`src/irp_cfg.svh`:
```
`ifndef IRP_CFG_SVH
`define IRP_CFG_SVH

// ****************************************************************
// Counts and widths.
// ****************************************************************
`define IRP_NUM_IRQ 4
`define IRP_BUSCTRL_W 16
`define IRP_PAGE_W 16
`define IRP_VEC_W 5
`define IRP_ADDR_W 24

// ****************************************************************
// Vector numbers and the reset page.
// ****************************************************************
`define IRP_RESET_PAGE 16'hffff
`define IRP_VEC_RESET 5'h00
`define IRP_VEC_NMI 5'h01
`define IRP_VEC_INT0 5'h02
`define IRP_VEC_PAD 3'h0

// ****************************************************************
// Reset and idle values.
// ****************************************************************
`define IRP_SELECT_NMI 1'h0
`define IRP_SELECT_WDT 1'h1
`define IRP_PIN_IDLE 1'h1
`define IRP_HOSTINT_IDLE 1'h1
`define IRP_ACK_IDLE 1'h1
`define IRP_BUSCTRL_RESET 1'h1

`endif

```
`src/irp_pkg.sv`:
```
package irp_pkg;

  // Sequencing of the vector fetch logic.
  typedef enum logic [1:0] {
    IRP_BOOT,
    IRP_RUN,
    IRP_ACK
  } irp_state_type;

endpackage

```
`src/irp_sync_if.sv`:
```
interface irp_sync_if #(
  parameter int W = 5
);
  logic [W-1:0] raw;
  logic [W-1:0] synced;

  modport owner (output raw, input synced);
  modport chain (input raw, output synced);
endinterface

```
`src/irp_top.sv`:
```
// Notes on behaviour
// - Host interrupt pin floats during reset, then drives high once reset ends.
// - The host interrupt pin signals an interrupt request to the host.
// - Host port outputs float whenever the host port enable pin is low.
// - Each of the four maskable interrupts has its own enable bit.
// - The global mask bit blocks all maskable interrupts at once.
// - Each maskable interrupt latches a flag software can poll and clear.
// - A select bit makes the shared pin NMI or watchdog; NMI after reset.
// - An NMI is always serviced, ignoring enables and the global mask.
// - In watchdog mode the shared pin is both input and output.
// - Acknowledge asserts when an interrupt is accepted and its vector fetched.
// - Acknowledge is driven high throughout reset.
// - Reset aborts execution; release fetches the reset vector at FFFF00h.
// - Hold-designated pins float while an external bus hold is granted.
// - Memory clocks keep running in hold unless their tristate bit is set.
// - Designated pins float in OFF mode: TRST 0, emulation pin zero 1, OFF pin 0.
// - Designated pins float for as long as reset is low.
// - Holders and pulls are enabled per bit, all enabled after reset.
`include "irp_cfg.svh"

module irp_top #(
  parameter int NUM_IRQ = `IRP_NUM_IRQ,
  parameter int BUS_CTRL_W = `IRP_BUSCTRL_W
)
(
  // Clock and reset.
  input wire logic clock,
  input wire logic rstn,
  // Maskable interrupt pins, active low.
  input wire logic [NUM_IRQ-1:0] extIrqN,
  // Interrupt control from the core.
  input wire logic [NUM_IRQ-1:0] irqEnable,
  input wire logic globalIrqMask,
  input wire logic [NUM_IRQ-1:0] flagClear,
  output logic [NUM_IRQ-1:0] irqFlag,
  output logic nmiPending,
  // Vector fetch handshake with the core.
  input wire logic cpuIrqTake,
  output logic irqRequest,
  output logic fetchValid,
  output logic [`IRP_ADDR_W-1:0] fetchAddr,
  output logic coreRunN,
  // Configuration written by the core.
  input wire logic timerSelectWe,
  input wire logic timerSelectData,
  output logic timerSelect,
  input wire logic vectorPageWe,
  input wire logic [`IRP_PAGE_W-1:0] vectorPageData,
  input wire logic extBusCtrlWe,
  input wire logic [BUS_CTRL_W-1:0] extBusCtrlData,
  output logic [BUS_CTRL_W-1:0] extBusCtrl,
  // Shared interrupt and watchdog pin.
  input wire logic sharedIrqWatchdogPinIn,
  output logic sharedIrqWatchdogPinOut,
  output logic sharedIrqWatchdogPinOe,
  input wire logic watchdogDriveEn,
  input wire logic watchdogDriveValue,
  output logic watchdogPinIn,
  // Interrupt acknowledge pin, active low.
  output logic irqAcknowledgeN,
  output logic irqAcknowledgeOe,
  // Host port.
  input wire logic hostPortEnablePin,
  input wire logic hostIrqSet,
  input wire logic hostIrqClear,
  output logic hostInterruptOutN,
  output logic hostInterruptOe,
  output logic hostPortOe,
  // Bus hold and memory clocks.
  input wire logic holdGrant,
  input wire logic [1:0] extClockHoldTristate,
  output logic [1:0] extMemClockOe,
  output logic holdPinOe,
  // Test and emulation pins.
  input wire logic trstN,
  input wire logic emulationPinZero,
  input wire logic emulationOffPinN
);

  localparam int SYNC_W = NUM_IRQ + 1;
  localparam int IDX_W = (NUM_IRQ > 1) ? $clog2(NUM_IRQ) : 1;

  // ****************************************************************
  // State.
  // ****************************************************************
  typedef struct packed {
    irp_pkg::irp_state_type state;
    logic rstMeta;
    logic rstDone;
    logic [NUM_IRQ-1:0] irqPrev;
    logic [NUM_IRQ-1:0] irqFlag;
    logic nmiPrev;
    logic nmiPending;
    logic timerSelect;
    logic [`IRP_PAGE_W-1:0] vectorPage;
    logic [BUS_CTRL_W-1:0] extBusCtrl;
    logic hostIntLevel;
    logic ackN;
    logic fetchValid;
    logic [`IRP_ADDR_W-1:0] fetchAddr;
  } irp_core_type;

  localparam irp_core_type CORE_RESET = '{
    state: irp_pkg::IRP_BOOT,
    rstMeta: 1'h0,
    rstDone: 1'h0,
    irqPrev: {NUM_IRQ{`IRP_PIN_IDLE}},
    irqFlag: '0,
    nmiPrev: `IRP_PIN_IDLE,
    nmiPending: 1'h0,
    timerSelect: `IRP_SELECT_NMI,
    vectorPage: `IRP_RESET_PAGE,
    extBusCtrl: {BUS_CTRL_W{`IRP_BUSCTRL_RESET}},
    hostIntLevel: `IRP_HOSTINT_IDLE,
    ackN: `IRP_ACK_IDLE,
    fetchValid: 1'h0,
    fetchAddr: '0
  };

  irp_core_type st;
  irp_core_type next_st;

  // ****************************************************************
  // Helpers.
  // ****************************************************************
  function automatic logic [`IRP_ADDR_W-1:0] vectorAddr(
    input logic [`IRP_PAGE_W-1:0] page,
    input logic [`IRP_VEC_W-1:0] vec
  );
    return {page, vec, `IRP_VEC_PAD};
  endfunction

  // Lowest numbered pending source wins.
  function automatic logic [IDX_W-1:0] lowestSet(input logic [NUM_IRQ-1:0] v);
    logic [IDX_W-1:0] idx;
    idx = '0;
    for (int i = NUM_IRQ - 1; i >= 0; i--)
    begin
      if (v[i])
      begin
        idx = IDX_W'(i);
      end
    end
    return idx;
  endfunction

  // ****************************************************************
  // Input synchronisers.
  // ****************************************************************
  irp_sync_if #(.W(SYNC_W)) syncBus();

  assign syncBus.raw = {sharedIrqWatchdogPinIn, extIrqN};

  irp_sync #(.W(SYNC_W)) u_sync (
    .clock(clock),
    .rstn(rstn),
    .bus(syncBus.chain)
  );

  logic [NUM_IRQ-1:0] syncIrq;
  logic syncShared;

  assign syncIrq = syncBus.synced[NUM_IRQ-1:0];
  assign syncShared = syncBus.synced[NUM_IRQ];

  // ****************************************************************
  // Request decode.
  // ****************************************************************
  logic offMode;
  logic [NUM_IRQ-1:0] irqFall;
  logic nmiFall;
  logic [NUM_IRQ-1:0] maskedReq;
  logic [IDX_W-1:0] pickIdx;
  logic accept;

  assign offMode = !trstN && emulationPinZero && !emulationOffPinN;
  assign irqFall = st.rstDone ? (st.irqPrev & ~syncIrq) : '0;
  assign nmiFall = st.rstDone && (st.timerSelect == `IRP_SELECT_NMI)
                   && st.nmiPrev && !syncShared;
  assign maskedReq = globalIrqMask ? '0 : (st.irqFlag & irqEnable);
  assign pickIdx = lowestSet(maskedReq);
  assign irqRequest = (st.state == irp_pkg::IRP_RUN)
                      && (st.nmiPending || (|maskedReq));
  assign accept = irqRequest && cpuIrqTake;

  // ****************************************************************
  // Next state.
  // ****************************************************************
  always_comb
  begin
    logic [NUM_IRQ-1:0] takeMask;
    logic takeNmi;
    takeMask = '0;
    takeNmi = 1'h0;
    next_st = st;
    next_st.rstMeta = 1'h1;
    next_st.rstDone = st.rstMeta;
    next_st.irqPrev = syncIrq;
    next_st.nmiPrev = syncShared;
    next_st.fetchValid = 1'h0;
    next_st.ackN = `IRP_ACK_IDLE;
    case (st.state)
      irp_pkg::IRP_BOOT:
      begin
        if (st.rstDone)
        begin
          next_st.fetchValid = 1'h1;
          next_st.fetchAddr = vectorAddr(`IRP_RESET_PAGE, `IRP_VEC_RESET);
          next_st.state = irp_pkg::IRP_RUN;
        end
      end
      irp_pkg::IRP_RUN:
      begin
        if (accept)
        begin
          next_st.fetchValid = 1'h1;
          next_st.ackN = 1'h0;
          next_st.state = irp_pkg::IRP_ACK;
          if (st.nmiPending)
          begin
            takeNmi = 1'h1;
            next_st.fetchAddr = vectorAddr(st.vectorPage, `IRP_VEC_NMI);
          end
          else
          begin
            takeMask[pickIdx] = 1'h1;
            next_st.fetchAddr = vectorAddr(st.vectorPage,
                                           `IRP_VEC_INT0 + `IRP_VEC_W'(pickIdx));
          end
        end
      end
      irp_pkg::IRP_ACK:
      begin
        next_st.state = irp_pkg::IRP_RUN;
      end
      default:
      begin
        next_st.state = irp_pkg::IRP_BOOT;
      end
    endcase
    // A new edge in the cycle of a clear keeps its flag.
    next_st.irqFlag = (st.irqFlag & ~(flagClear | takeMask)) | irqFall;
    next_st.nmiPending = (st.nmiPending && !takeNmi) || nmiFall;
    if (st.rstDone && timerSelectWe)
    begin
      next_st.timerSelect = timerSelectData;
    end
    if (st.rstDone && vectorPageWe)
    begin
      next_st.vectorPage = vectorPageData;
    end
    if (st.rstDone && extBusCtrlWe)
    begin
      next_st.extBusCtrl = extBusCtrlData;
    end
    if (st.rstDone && hostIrqSet)
    begin
      next_st.hostIntLevel = 1'h0;
    end
    else if (hostIrqClear)
    begin
      next_st.hostIntLevel = `IRP_HOSTINT_IDLE;
    end
  end

  always_ff @(posedge clock or negedge rstn)
  begin
    if (!rstn)
    begin
      st <= CORE_RESET;
    end
    else
    begin
      st <= next_st;
    end
  end

  // ****************************************************************
  // Outputs and pad control.
  // ****************************************************************
  assign irqFlag = st.irqFlag;
  assign nmiPending = st.nmiPending;
  assign fetchValid = st.fetchValid;
  assign fetchAddr = st.fetchAddr;
  assign coreRunN = !st.rstDone;
  assign timerSelect = st.timerSelect;
  assign extBusCtrl = st.extBusCtrl;

  assign hostPortOe = st.rstDone && hostPortEnablePin && !offMode;
  assign hostInterruptOe = hostPortOe;
  assign hostInterruptOutN = st.hostIntLevel;

  assign irqAcknowledgeN = st.ackN;
  assign irqAcknowledgeOe = !offMode;

  assign watchdogPinIn = syncShared;
  assign sharedIrqWatchdogPinOut = watchdogDriveValue;
  assign sharedIrqWatchdogPinOe = st.rstDone && !offMode && watchdogDriveEn
                                  && (st.timerSelect == `IRP_SELECT_WDT);

  assign holdPinOe = st.rstDone && !holdGrant && !offMode;
  assign extMemClockOe = offMode ? 2'h0
                         : ~({2{holdGrant}} & extClockHoldTristate);

  for (genvar gi = 0; gi < NUM_IRQ; gi++)
  begin : g_flag

  end
endmodule

```
`src/irp_sync.sv`:
```
`include "irp_cfg.svh"

module irp_sync #(
  parameter int W = 5
)
(
  // Clock and reset.
  input wire logic clock,
  input wire logic rstn,
  // Pins in, stable copies out.
  irp_sync_if.chain bus
);

  typedef struct packed {
    logic [W-1:0] meta;
    logic [W-1:0] stable;
  } irp_chain_type;

  irp_chain_type st;
  irp_chain_type next_st;

  // The first stage feeds only the second stage.
  always_comb
  begin
    next_st = st;
    next_st.meta = bus.raw;
    next_st.stable = st.meta;
  end

  always_ff @(posedge clock or negedge rstn)
  begin
    if (!rstn)
    begin
      st <= {(2 * W){`IRP_PIN_IDLE}};
    end
    else
    begin
      st <= next_st;
    end
  end

  assign bus.synced = st.stable;

endmodule

```
`config.mk`:
```
export PLATFORM = sky130hd
export DESIGN_NAME = irp_top
export DESIGN_NICKNAME = d
export VERILOG_FILES = /design/src/irp_pkg.sv /design/src/irp_sync_if.sv /design/src/irp_top.sv /design/src/irp_sync.sv
export VERILOG_INCLUDE_DIRS = /design/src
export SDC_FILE = /design/constraint.sdc
export NUM_CORES = 1
export LEC_CHECK = 0
export ABC_AREA = 1
export BUFFER_PORTS_ARGS = -buffer_cell sky130_fd_sc_hd__clkbuf_2
export CELL_PAD_IN_SITES_DETAIL_PLACEMENT = 1
export CELL_PAD_IN_SITES_GLOBAL_PLACEMENT = 1
export CORE_UTILIZATION = 40
export CTS_CLUSTER_SIZE = 20
export DETAILED_ROUTE_END_ITERATION = 8
export GPL_ROUTABILITY_DRIVEN = 0
export PLACE_DENSITY = 0.93
export SETUP_SLACK_MARGIN = 0.3
export SYNTH_ARGS = -nofsm -noshare
export SYNTH_HDL_FRONTEND = slang
export SYNTH_HIERARCHICAL = 1
export SYNTH_SLANG_ARGS = --single-unit
```
`constraint.sdc`:
```
create_clock -name clock -period 2.4 [get_ports clock]
set_input_delay 0.12 -clock clock [delete_from_list [all_inputs] [get_ports clock]]
set_output_delay 0.12 -clock clock [all_outputs]
set_load 0.005 [all_outputs]
```
# After elaboration in Yosys (flattened, before gate mapping)
# Cells that the tools add are included.
# classes
addsub	1
mux	25
n_lt_le_gt_ge	2
reduce_logical	35
bitwise	10
eq_ne	4
# ops
cell	count
$pmux W25 S2	1
$mux W26	1
$mux W25	1
$logic_and A1 B1 Y1	20
$mux W4	5
$mux W2	7
$and A4 B4 Y4	3
$not A4 Y4	2
$or A4 B4 Y4	2
$logic_not A1 Y1	7
$mux W1	7
$mux W6	1
$pmux W2 S3	1
$ne A2 B2 Y1 const B	2
$reduce_bool A2 Y1	2
$reduce_or A4 Y1	1
$add A2 B2 Y3 const A	1
$lt A2 B3 Y1 const B	1
$reduce_and A3 Y1	1
$and A2 B2 Y2	1
$demux W1 S2	1
$eq A2 B1 Y1 const B	1
$eq A2 B2 Y1 const B	1
$ge A2 B1 Y1 const B	1
other kinds (5)	6
# totals
in_bits	64
register_bits	84
output_inout_bits	60
word_cells	93

# Logic depth before layout (Yosys ltp)
# Gate-level depths: netlist of run 1.
# depth
ltp_word	17
mapped_depth	9
depth_no_buf	9

# By module
# Netlist of run 1, hierarchy kept.
# modules_own_cells
module	area_each_um2	n_inst	cells_per_inst	seq_area_each_um2
irp_top	3309.4	1	360	1775.5
irp_sync	262.8	1	10	262.8

# Least setup slack after synthesis of run 1
# No wires, ideal clock.
# synth_path
kind	register to register
startpoint	register st, in the netlist irqFlag[0]
endpoint	register st, in the netlist fetchAddr[12]
path_stages_with_launch	9
setup_ns	0.130
t_required_ns	2.270
path_slack_ns	1.182
period_less_slack_ns	1.218
arrival_time_ns	1.088
path_buffers	1
path_cell_list	dfrtp_1 nand2_1 a21oi_2 nor2_2 nor2_2 buf_6 nand2_1 nand2_1 nand2_1
# synth_via
elab_chain_cells	8
# synth_rtl
element	line	rtl
from (decl)	irp_top.sv:120	irp_core_type st;
from (signal assigned)	irp_top.sv:274	st <= next_st;
$and A4 B4 Y4	irp_top.sv:180	assign maskedReq = globalIrqMask ? '0 : (st.irqFlag & irqEnable);
$mux W4	irp_top.sv:180	
$reduce_or A4 Y1	irp_top.sv:183	&& (st.nmiPending || (|maskedReq));
$logic_or A1 B1 Y1	irp_top.sv:183	
$logic_and A1 B1 Y1	irp_top.sv:183	
$logic_and A1 B1 Y1	irp_top.sv:184	assign accept = irqRequest && cpuIrqTake;
$ne A2 B2 Y1 (no line)	-	
$reduce_and A3 Y1 (no line)	-	
# Every way passes these cells.
# A chain may end at the register's enable or synchronous reset.

# Final worst setup path of run 1
# layout_path
startpoint	register st, in the netlist nmiPending
endpoint	register st, in the netlist fetchAddr[16]
# layout_via
elab_chain_cells	5
# layout_rtl
element	line
$logic_or A1 B1 Y1	irp_top.sv:183
$logic_and A1 B1 Y1	irp_top.sv:183
$logic_and A1 B1 Y1	irp_top.sv:184
$ne A2 B2 Y1 (no line)	-
$reduce_and A3 Y1 (no line)	-
# Every way passes these cells.

==> key figures, run 1 <==
Finish
  • Share of layout cells above drive strength 1: 44.0%
  • Area Overhead vs Synth: 25.8%
  • Final non-filler cell total: 594
  • ANT cells: 0
  • Commonest non-fill, non-tap cell in the layout: clkbuf_2
  • Fillers: between 1000 and 1500
  • Most frequent cells in the layout: 115 x clkbuf_2, 83 x nand2_1, 52 x inv_1, 49 x dfstp_2, 33 x dlygate4sd3_1
  • NumNets Final: 545

Worst setup path
  • R2r endpoint: fetchAddr[16]
  • CP Cell Sequence: inv_1 -> nand3_2 -> o21bai_2 -> nand2_1 -> nand2_1 -> nand2_1
  • Worst path most repeated cell: nand2_1
  • Max FO, Critical Path: 21
  • CP startpoint kind: flop
  • Reg2reg start: nmiPending
  • Worst R2R Path Depth: 6
  • WP data arrival: about 2100 ps
  • Crit path kind: flop to flop
  • FF-to-FF setup slack: 540 ps
  • WP data required: 2590 ps
  • CP max stage cell: o21bai_2
  • CP Capture Type: flop
  • Slowest cell delay on critical path: 740 ps

Clock tree
  • CTS tree: done
  • Root Buffer: clkbuf_8
  • CTS max path bufs: 2
  • CTS H-tree lvls: 3
  • Worst-path clk slew: 80 ps
  • Setup Buffers After CTS: 0
  • Num CTS Buffers: 9
  • Clock sinks: 79
  • Worst-Skew Late Latency: 340 ps

STA
  • Unrepaired setup endpoints after global routing: false
  • Peak Freq: roughly 0.54 GHz
  • Final period util: 77.6%
  • Fin Clk Skew: 8.63 ps
  • Setup ws final: about 540 ps
  • Worst Tran Pin Value: 937 ps
  • Setup TNS: 0 ps
  • Final-report hold violation count: 0
  • Hold slack: 23.6 ps
  • Post-layout minimum cycle time: 1860 ps
  • Final count of negative-setup-slack endpoints: 0
  • Final max-slew violation count: 0
  • Slew headroom: 37.5%

GRT
  • Vias in the first global route: 2951
  • First-pass GRT wire length: 13800 um
  • Initial antenna violation count: 0
  • GR Util All Layers: 19.7%
  • Largest net degree at the start of global routing: 64
  • GR Overflow Total: 0

Route
  • Vias per cell: 4.49
  • Via count: 2668
  • DRT Wirelength: approximately 8400 um
  • Wire per inst: 14.2 um
  • Routed Antenna Nets: 0
  • Initial DRC Count: 95
  • 1st-pass router iterations: 6
  • DRC Markers: 0

Floorplan
  • Die Ht: 96.5 um
  • Std-Cell Rows: 34
  • Initial core utilization: about two fifths
  • I/O Pins: 124
  • Die ar.: 9310 sq um
  • Chip width: 96.5 um
  • Core area: between 8000 and 9000 sq um

Min path
  • Hold path startpoint: vectorPageData[1]
  • Hold Path End: st[44]
  • Hold depth: 3
  • Hold Path Class: input pin to flop

Place
  • Post-Place Cells: 545
  • Pre-CTS WS: ~590 ps
  • I/O Buffers: 116
  • Detailed Place HPWL: 5900 um

Synthesis
  • Sequential-to-total area share from yosys stat: between 50% and 60%
  • Avg Inst Size Synth: approximately 9.7 sq um
  • Post-Synthesis Cells: 370
  • Mapped Area: 3570 sq um
  • #FFs+latches synth: 79
  • Number of synthesis warnings: 6
  • Unique masters post-synth: 25

Pwr
  • Lkg Pwr: 2.42 nW
  • Peak VDD IR: between 0.3 and 0.4 mV
  • Pwr dens: 886 nW/um^2
  • Pwr Total: 3.98 mW

Flow run
  • MaxCap Viol Count: 0

Status
  • Run status: completed
## cell usage after synthesis
library cell,count,area share (%)
nand2_1,83,8.7
nand3_2,3,0.84
buf_6,4,1.3
a21oi_1,19,2.7
or2_2,1,0.18
o21ai_0,2,0.28
o21ai_1,3,0.42
clkbuf_1,2,0.21
nand3b_1,2,0.42
or3b_2,1,0.25
buf_4,48,10
o22ai_1,1,0.18
o21bai_2,1,0.32
nor2_2,4,0.70
nor2_1,28,2.9
dfrtp_1,30,21
mux2_2,16,5.0
inv_2,1,0.10
buf_2,3,0.42
conb_1,2,0.21
inv_1,52,5.5
nand2_2,1,0.18
nand3_1,13,1.8
a21oi_2,1,0.25
dfstp_2,49,36
## what timing repair did
item                      CTS  global route
hold buffers               33             0
hold endpoints to repair   61             0
gates resized for setup     0             0
## final cells by class
type | instances | area, sq um | area share, %
well taps | 108 | 135 | 3.01
repair buffers | 153 | 943 | 21.0
inverters | 53 | 199 | 4.43
clock inverters | 5 | 104 | 2.31
clock buffers | 11 | 151 | 3.37
flip-flops and latches | 79 | 2040 | 45.4
multi-input cells | 185 | 922 | 20.5
## metrics by stage
| step | area, sq um | util (%) |
|---|---|---|
| after floorplan | 3590 | - |
| after detailed placement | 3910 | 45.0 |
| after global placement | 3910 | 45.0 |
| after CTS | 4490 | 51.8 |
| final | 4490 | 51.8 |
| after global routing | 4490 | 51.8 |
## logic make-up after synthesis
family,synth area share (%)
AND/OR/NAND/NOR,16.0
AO/OA/AOI/OAI,4.10
flip-flops,57.1
buffers and inverters,17.5
multiplexers,5.04
other,0.210
## report_power, final
part	internal [mW]	switching, mW
Combinational	0.419	0.533
Sequential	1.66	0.145
Clock	0.748	0.473
Total	2.83	1.15
## sequential cells by signal, summed over array words and instances, names as in the netlist
register           count
timerSelect            1
hostInterruptOutN      1
irqFlag                4
u_sync/next_st         5
next_st                1
extBusCtrl            16
fetchValid             1
st                    24
u_sync/bus.synced      5
irqAcknowledgeN        1
nmiPending             1
fetchAddr             19
## critical path: cells and delay by family (launching register included)
kind	cells	cell delay (ps)
AO/OA/AOI/OAI	1	740
flip-flops	1	420
AND/OR/NAND/NOR	4	440
buffers and inverters	1	120
## metal layers
metal	global-route usage [%]	part of all wire [%]	vias up
met3	3.44	3.7	10
met1	21.7	39	1303
met4	7.48	1.4	0
met5	0	0	-
met2	37.4	56	70
li1	-	-	1285
## worst max path at each step
stage	startpoint	to	slack, ps	cells past startpoint
floorplan	irqFlag[0]	fetchAddr[12]	1180	8
global placement	irqFlag[0]	fetchAddr[18]	670	8
detailed placement	irqFlag[0]	fetchAddr[22]	590	8
CTS	nmiPending	fetchAddr[16]	530	6
global route	irqFlag[0]	fetchAddr[16]	360	8
finish	nmiPending	fetchAddr[16]	540	6
Note: power is estimated with default switching activity, not from simulation.
==> run 2, diff against run 1 <==
--- a/config.mk
+++ b/config.mk
@@ -6,15 +6,15 @@
 export SDC_FILE = /design/constraint.sdc
 export NUM_CORES = 1
 export LEC_CHECK = 0
-export ABC_AREA = 1
+export ABC_AREA = 0
 export BUFFER_PORTS_ARGS = -buffer_cell sky130_fd_sc_hd__clkbuf_2
 export CELL_PAD_IN_SITES_DETAIL_PLACEMENT = 1
 export CELL_PAD_IN_SITES_GLOBAL_PLACEMENT = 1
-export CORE_UTILIZATION = 40
+export CORE_UTILIZATION = 34
 export CTS_CLUSTER_SIZE = 20
 export DETAILED_ROUTE_END_ITERATION = 8
 export GPL_ROUTABILITY_DRIVEN = 0
-export PLACE_DENSITY = 0.93
+export PLACE_DENSITY = 0.83
 export SETUP_SLACK_MARGIN = 0.3
 export SYNTH_ARGS = -nofsm -noshare
 export SYNTH_HDL_FRONTEND = slang
==> constraint.sdc (replaced) <==
create_clock -name clock -period 1.7 [get_ports clock]
set_input_delay 0.085 -clock clock [delete_from_list [all_inputs] [get_ports clock]]
set_output_delay 0.085 -clock clock [all_outputs]
set_load 0.005 [all_outputs]
==> run 2 against run 1 <==
Utilization decreased by 0.81 points. Critical path depth decreased by 1. Clock skew increased by 3.6 ps. First-iteration DRC count decreased by 26%. Sequential power increased by 47%. Hold slack improved by 13 ps.
==> key figures, run 2 <==
Status
  • Run status: completed

Worst setup path
  • WP data arrival: 1500 ps (-550 ps)
  • CP Cell Sequence: a22oi_2 -> a21oi_2 -> nor2_1 -> nor3b_2 -> clkbuf_2
  • CP startpoint kind: flop
  • WP data required: 1620 ps (-970 ps)
  • Worst R2R Path Depth: 5 (-1)
  • CP max stage cell: dfrtp_1
  • CP Capture Type: output pin
  • Slowest cell delay on critical path: 410 ps (-330 ps)
  • Crit path kind: flop to output pin
  • Max FO, Critical Path: 3 (-86%)

Clock tree
  • Num CTS Buffers: 9 (unchanged)
  • Worst-Skew Late Latency: 360 ps (+20 ps)
  • Worst-path clk slew: 80 ps (about the same)
  • CTS max path bufs: 2 (unchanged)
  • Clock sinks: 79 (unchanged)
  • Root Buffer: clkbuf_8
  • CTS tree: done
  • CTS H-tree lvls: 3 (unchanged)

GRT
  • M3 GR Usage: 3.05% (-0.39 points)
  • Grt met2 use: 36.2% (-1.2 points)
  • First-pass GRT wire length: 15600 um (+13%)
  • GR Overflow Total: 0 (unchanged)
  • GR Util All Layers: 20.0% (+0.28 points)
  • Initial antenna violation count: 0 (unchanged)
  • GRT met1 Usage: 22.3% (+0.60 points)
  • Largest net degree at the start of global routing: 39 (-39%)
  • Vias in the first global route: 3050 (+3.4%)
  • Busiest grt layer: met2

Finish
  • ANT cells: 0 (unchanged)
  • Commonest non-fill, non-tap cell in the layout: clkbuf_2
  • Layout Utilization: 51.0% (-0.81 points)
  • Most frequent cells in the layout: 115 x clkbuf_2, 49 x dfstp_2, 43 x dlygate4sd3_1, 33 x mux2_2, 27 x nand2_1
  • Area Overhead vs Synth: 44.5%
  • Largest register by flop count: st
  • Max reg flops: 24 (unchanged)
  • NumNets Final: 509 (-6.6%)
  • Share of layout cells above drive strength 1: 65.6% (+22 points)

Synthesis
  • Post-synth EDFFs: 0 (unchanged)
  • Commonest cells post-synth: 49 x dfstp_2, 48 x buf_4, 33 x mux2_2
  • Post-synthesis simple-gate area fraction: 8.23% (-7.8 points)
  • Ranking of synthesized cells by area: dfstp_2 37%, dfrtp_1 22%, mux2_2 11%, buf_4 10%, nand2_1 2.9%
  • #FFs+latches synth: 79 (unchanged)
  • Avg Inst Size Synth: 12.3 sq um (+27%)
  • Sequential-to-total area share from yosys stat: 58.6% (+1.5 points)
  • Most used DFF post-synth: dfstp_2
  • Mux cell area share after synthesis: 10.7% (+5.6 points)
  • Async SR Flop Fraction: 100% (unchanged)
  • Post-Synthesis Cells: 284 (-23%)
  • Main combinational cell family by area after synthesis: buffers and inverters
  • Post-Synth Adder-Cell Area: 0% (unchanged)
  • Post-synthesis compound-gate area fraction: 10.3% (+6.2 points)
  • Mapped Area: 3480 sq um (-2.6%)
  • Top-count cell post-synth: dfstp_2
  • Post-synth top area cell: dfstp_2
  • Unique masters post-synth: 36 (+44%)
  • Top cell type's share of synthesized area: 37.0% (+0.96 points)
  • XOR/XNOR Fraction of Synth Area: 0% (unchanged)
  • Number of synthesis warnings: 6 (unchanged)

STA
  • Final-report hold violation count: 0 (unchanged)
  • Setup ws final: 116 ps (-423 ps)
  • Final max-slew violation count: 0 (unchanged)
  • Final period util: approximately 93%
  • Setup TNS: 0 ps (unchanged)
  • Fin Clk Skew: 12.2 ps (+3.58 ps)
  • Final count of negative-setup-slack endpoints: 0 (unchanged)
  • Worst Tran Pin Value: 607 ps (-330 ps)
  • Post-layout minimum cycle time: 1580 ps
  • Peak Freq: 0.631 GHz
  • Slew headroom: 59.5% (+22 points)
  • Unrepaired setup endpoints after global routing: true

Pwr
  • Combinational share of power: 30.8% (+6.9 points)
  • Peak VDD IR: 0.422 mV (+11%)
  • Lkg Pwr: 2.29 nW (-5.5%)
  • Sw Ratio: 32.4% (+3.5 points)
  • Seq pwr share: 44.8% (-0.6 points)
  • Psw: 1.92 mW (+67%)
  • Pwr Total: 5.93 mW (+49%)
  • Pwr dens: 1180 nW/um^2 (+33%)
  • Int Pwr: 4.01 mW (+42%)
  • Clock power frac: 24.4% (-6.3 points)

Floorplan
  • Std-Cell Rows: 36 (+5.9%)
  • Chip width: 103 um (+6.9%)
  • Die ar.: 10600 sq um (+14%)
  • Core area: 9860 sq um (+14%)
  • Initial core utilization: 35.3% (-5.9 points)
  • Die Ht: 103 um (+6.9%)
  • I/O Pins: 124 (unchanged)

Route
  • DRC Markers: 0 (unchanged)
  • Wire per inst: 18.3 um (+29%)
  • Initial DRC Count: 70 (-26%)
  • Routed Antenna Nets: 0 (unchanged)
  • 1st-pass router iterations: 4 (-2)
  • Vias per cell: 4.88 (+8.6%)
  • Via count: 2844 (+6.6%)
  • DRT Wirelength: 10700 um (+27%)

Place
  • I/O Buffers: 116 (unchanged)
  • Detailed Place HPWL: 5890 um (about the same)
  • Pre-CTS WS: 40.2 ps (-553 ps)

Min path
  • Hold depth: 3 (unchanged)
  • Hold Path Class: input pin to flop

Flow run
  • MaxCap Viol Count: 0 (unchanged)
## run 2: cell type report
| class | instances | area, sq um |
|---|---|---|
| timing repair buffer | 198 | 1380 |
| fill | 1058 | 4840 |
| sequential | 79 | 2040 |
| tap | 133 | 166 |
| clock buffer | 11 | 141 |
| multi-input combinational | 151 | 1220 |
| inverter | 6 | 22.5 |
| clock inverter | 5 | 57.6 |
## run 2: worst paths after layout
path / startpoint / endpoint / slack [ps]
worst max-delay path: irqFlag[1] / irqRequest / 120
worst min-delay path: flagClear[3] / irqFlag[3] / 40
worst max register to register: st[73] / irqFlag[1] / 130
worst min register to register: next_st[70] / st[70] / 350
max in group asynchronous: rstn / extBusCtrl[11] / 890
min in group asynchronous: rstn / irqFlag[2] / 150
## run 2: cell families (layout without fill, tap and decap cells)
logic type / count (synthesis) / after routing
compound gates: 56 / 56
other cells: 2 / 6
flops: 79 / 79
mux: 33 / 33
buf+inv: 60 / 220
simple gates: 54 / 56
## run 2: timing repair
item                                    CTS  global route
cloned                                    3             2
pin swaps                                 4            32
endpoints found under the setup margin   25            29
endpoints found under the hold margin    79             0
resized for setup                        17            54
buffers inserted                         18            11
hold buffers                             43             0
## run 2: critical path, delay by kind of cell, from the launching register on
kind	cells	cell delay (ps)
AOI/OAI and AO/OA	2	340
buffers and inverters	1	140
DFF	1	410
and+or+nand+nor	2	250
## run 2: power groups by stage
stage          sequential [mW]  clock [mW]  combinational [mW]
6_report                  2.66        1.45                1.83
5_1_grt                   2.71        1.55                1.99
4_1_cts                   2.60        1.47                1.52
3_5_place_dp              2.64           0                1.26
3_3_place_gp              2.62           0                1.20
2_1_floorplan             2.55           0                1.06
## run 2: metrics by stage
| step | area, sq um | hold slack, ps | std cells |
|---|---|---|---|
| 6_report | 5030 | 36.4 | 583 |
| 4_1_cts | 4760 | 14.2 | 570 |
| 3_3_place_gp | 3910 | -35.5 | 490 |
| 3_5_place_dp | 3910 | -25.9 | 490 |
| 5_1_grt | 5030 | 29.8 | 583 |
| 2_1_floorplan | 3490 | -211 | 288 |
## run 2: metal layers
| layer | vias up | routed length [um] | part of all wire (%) |
|---|---|---|---|
| met1 | 1452 | 4180 | 39 |
| met4 | 0 | 420 | 3.9 |
| met3 | 28 | 331 | 3.1 |
| met5 | - | 0 | 0 |
| met2 | 93 | 5760 | 54 |
| li1 | 1271 | - | - |
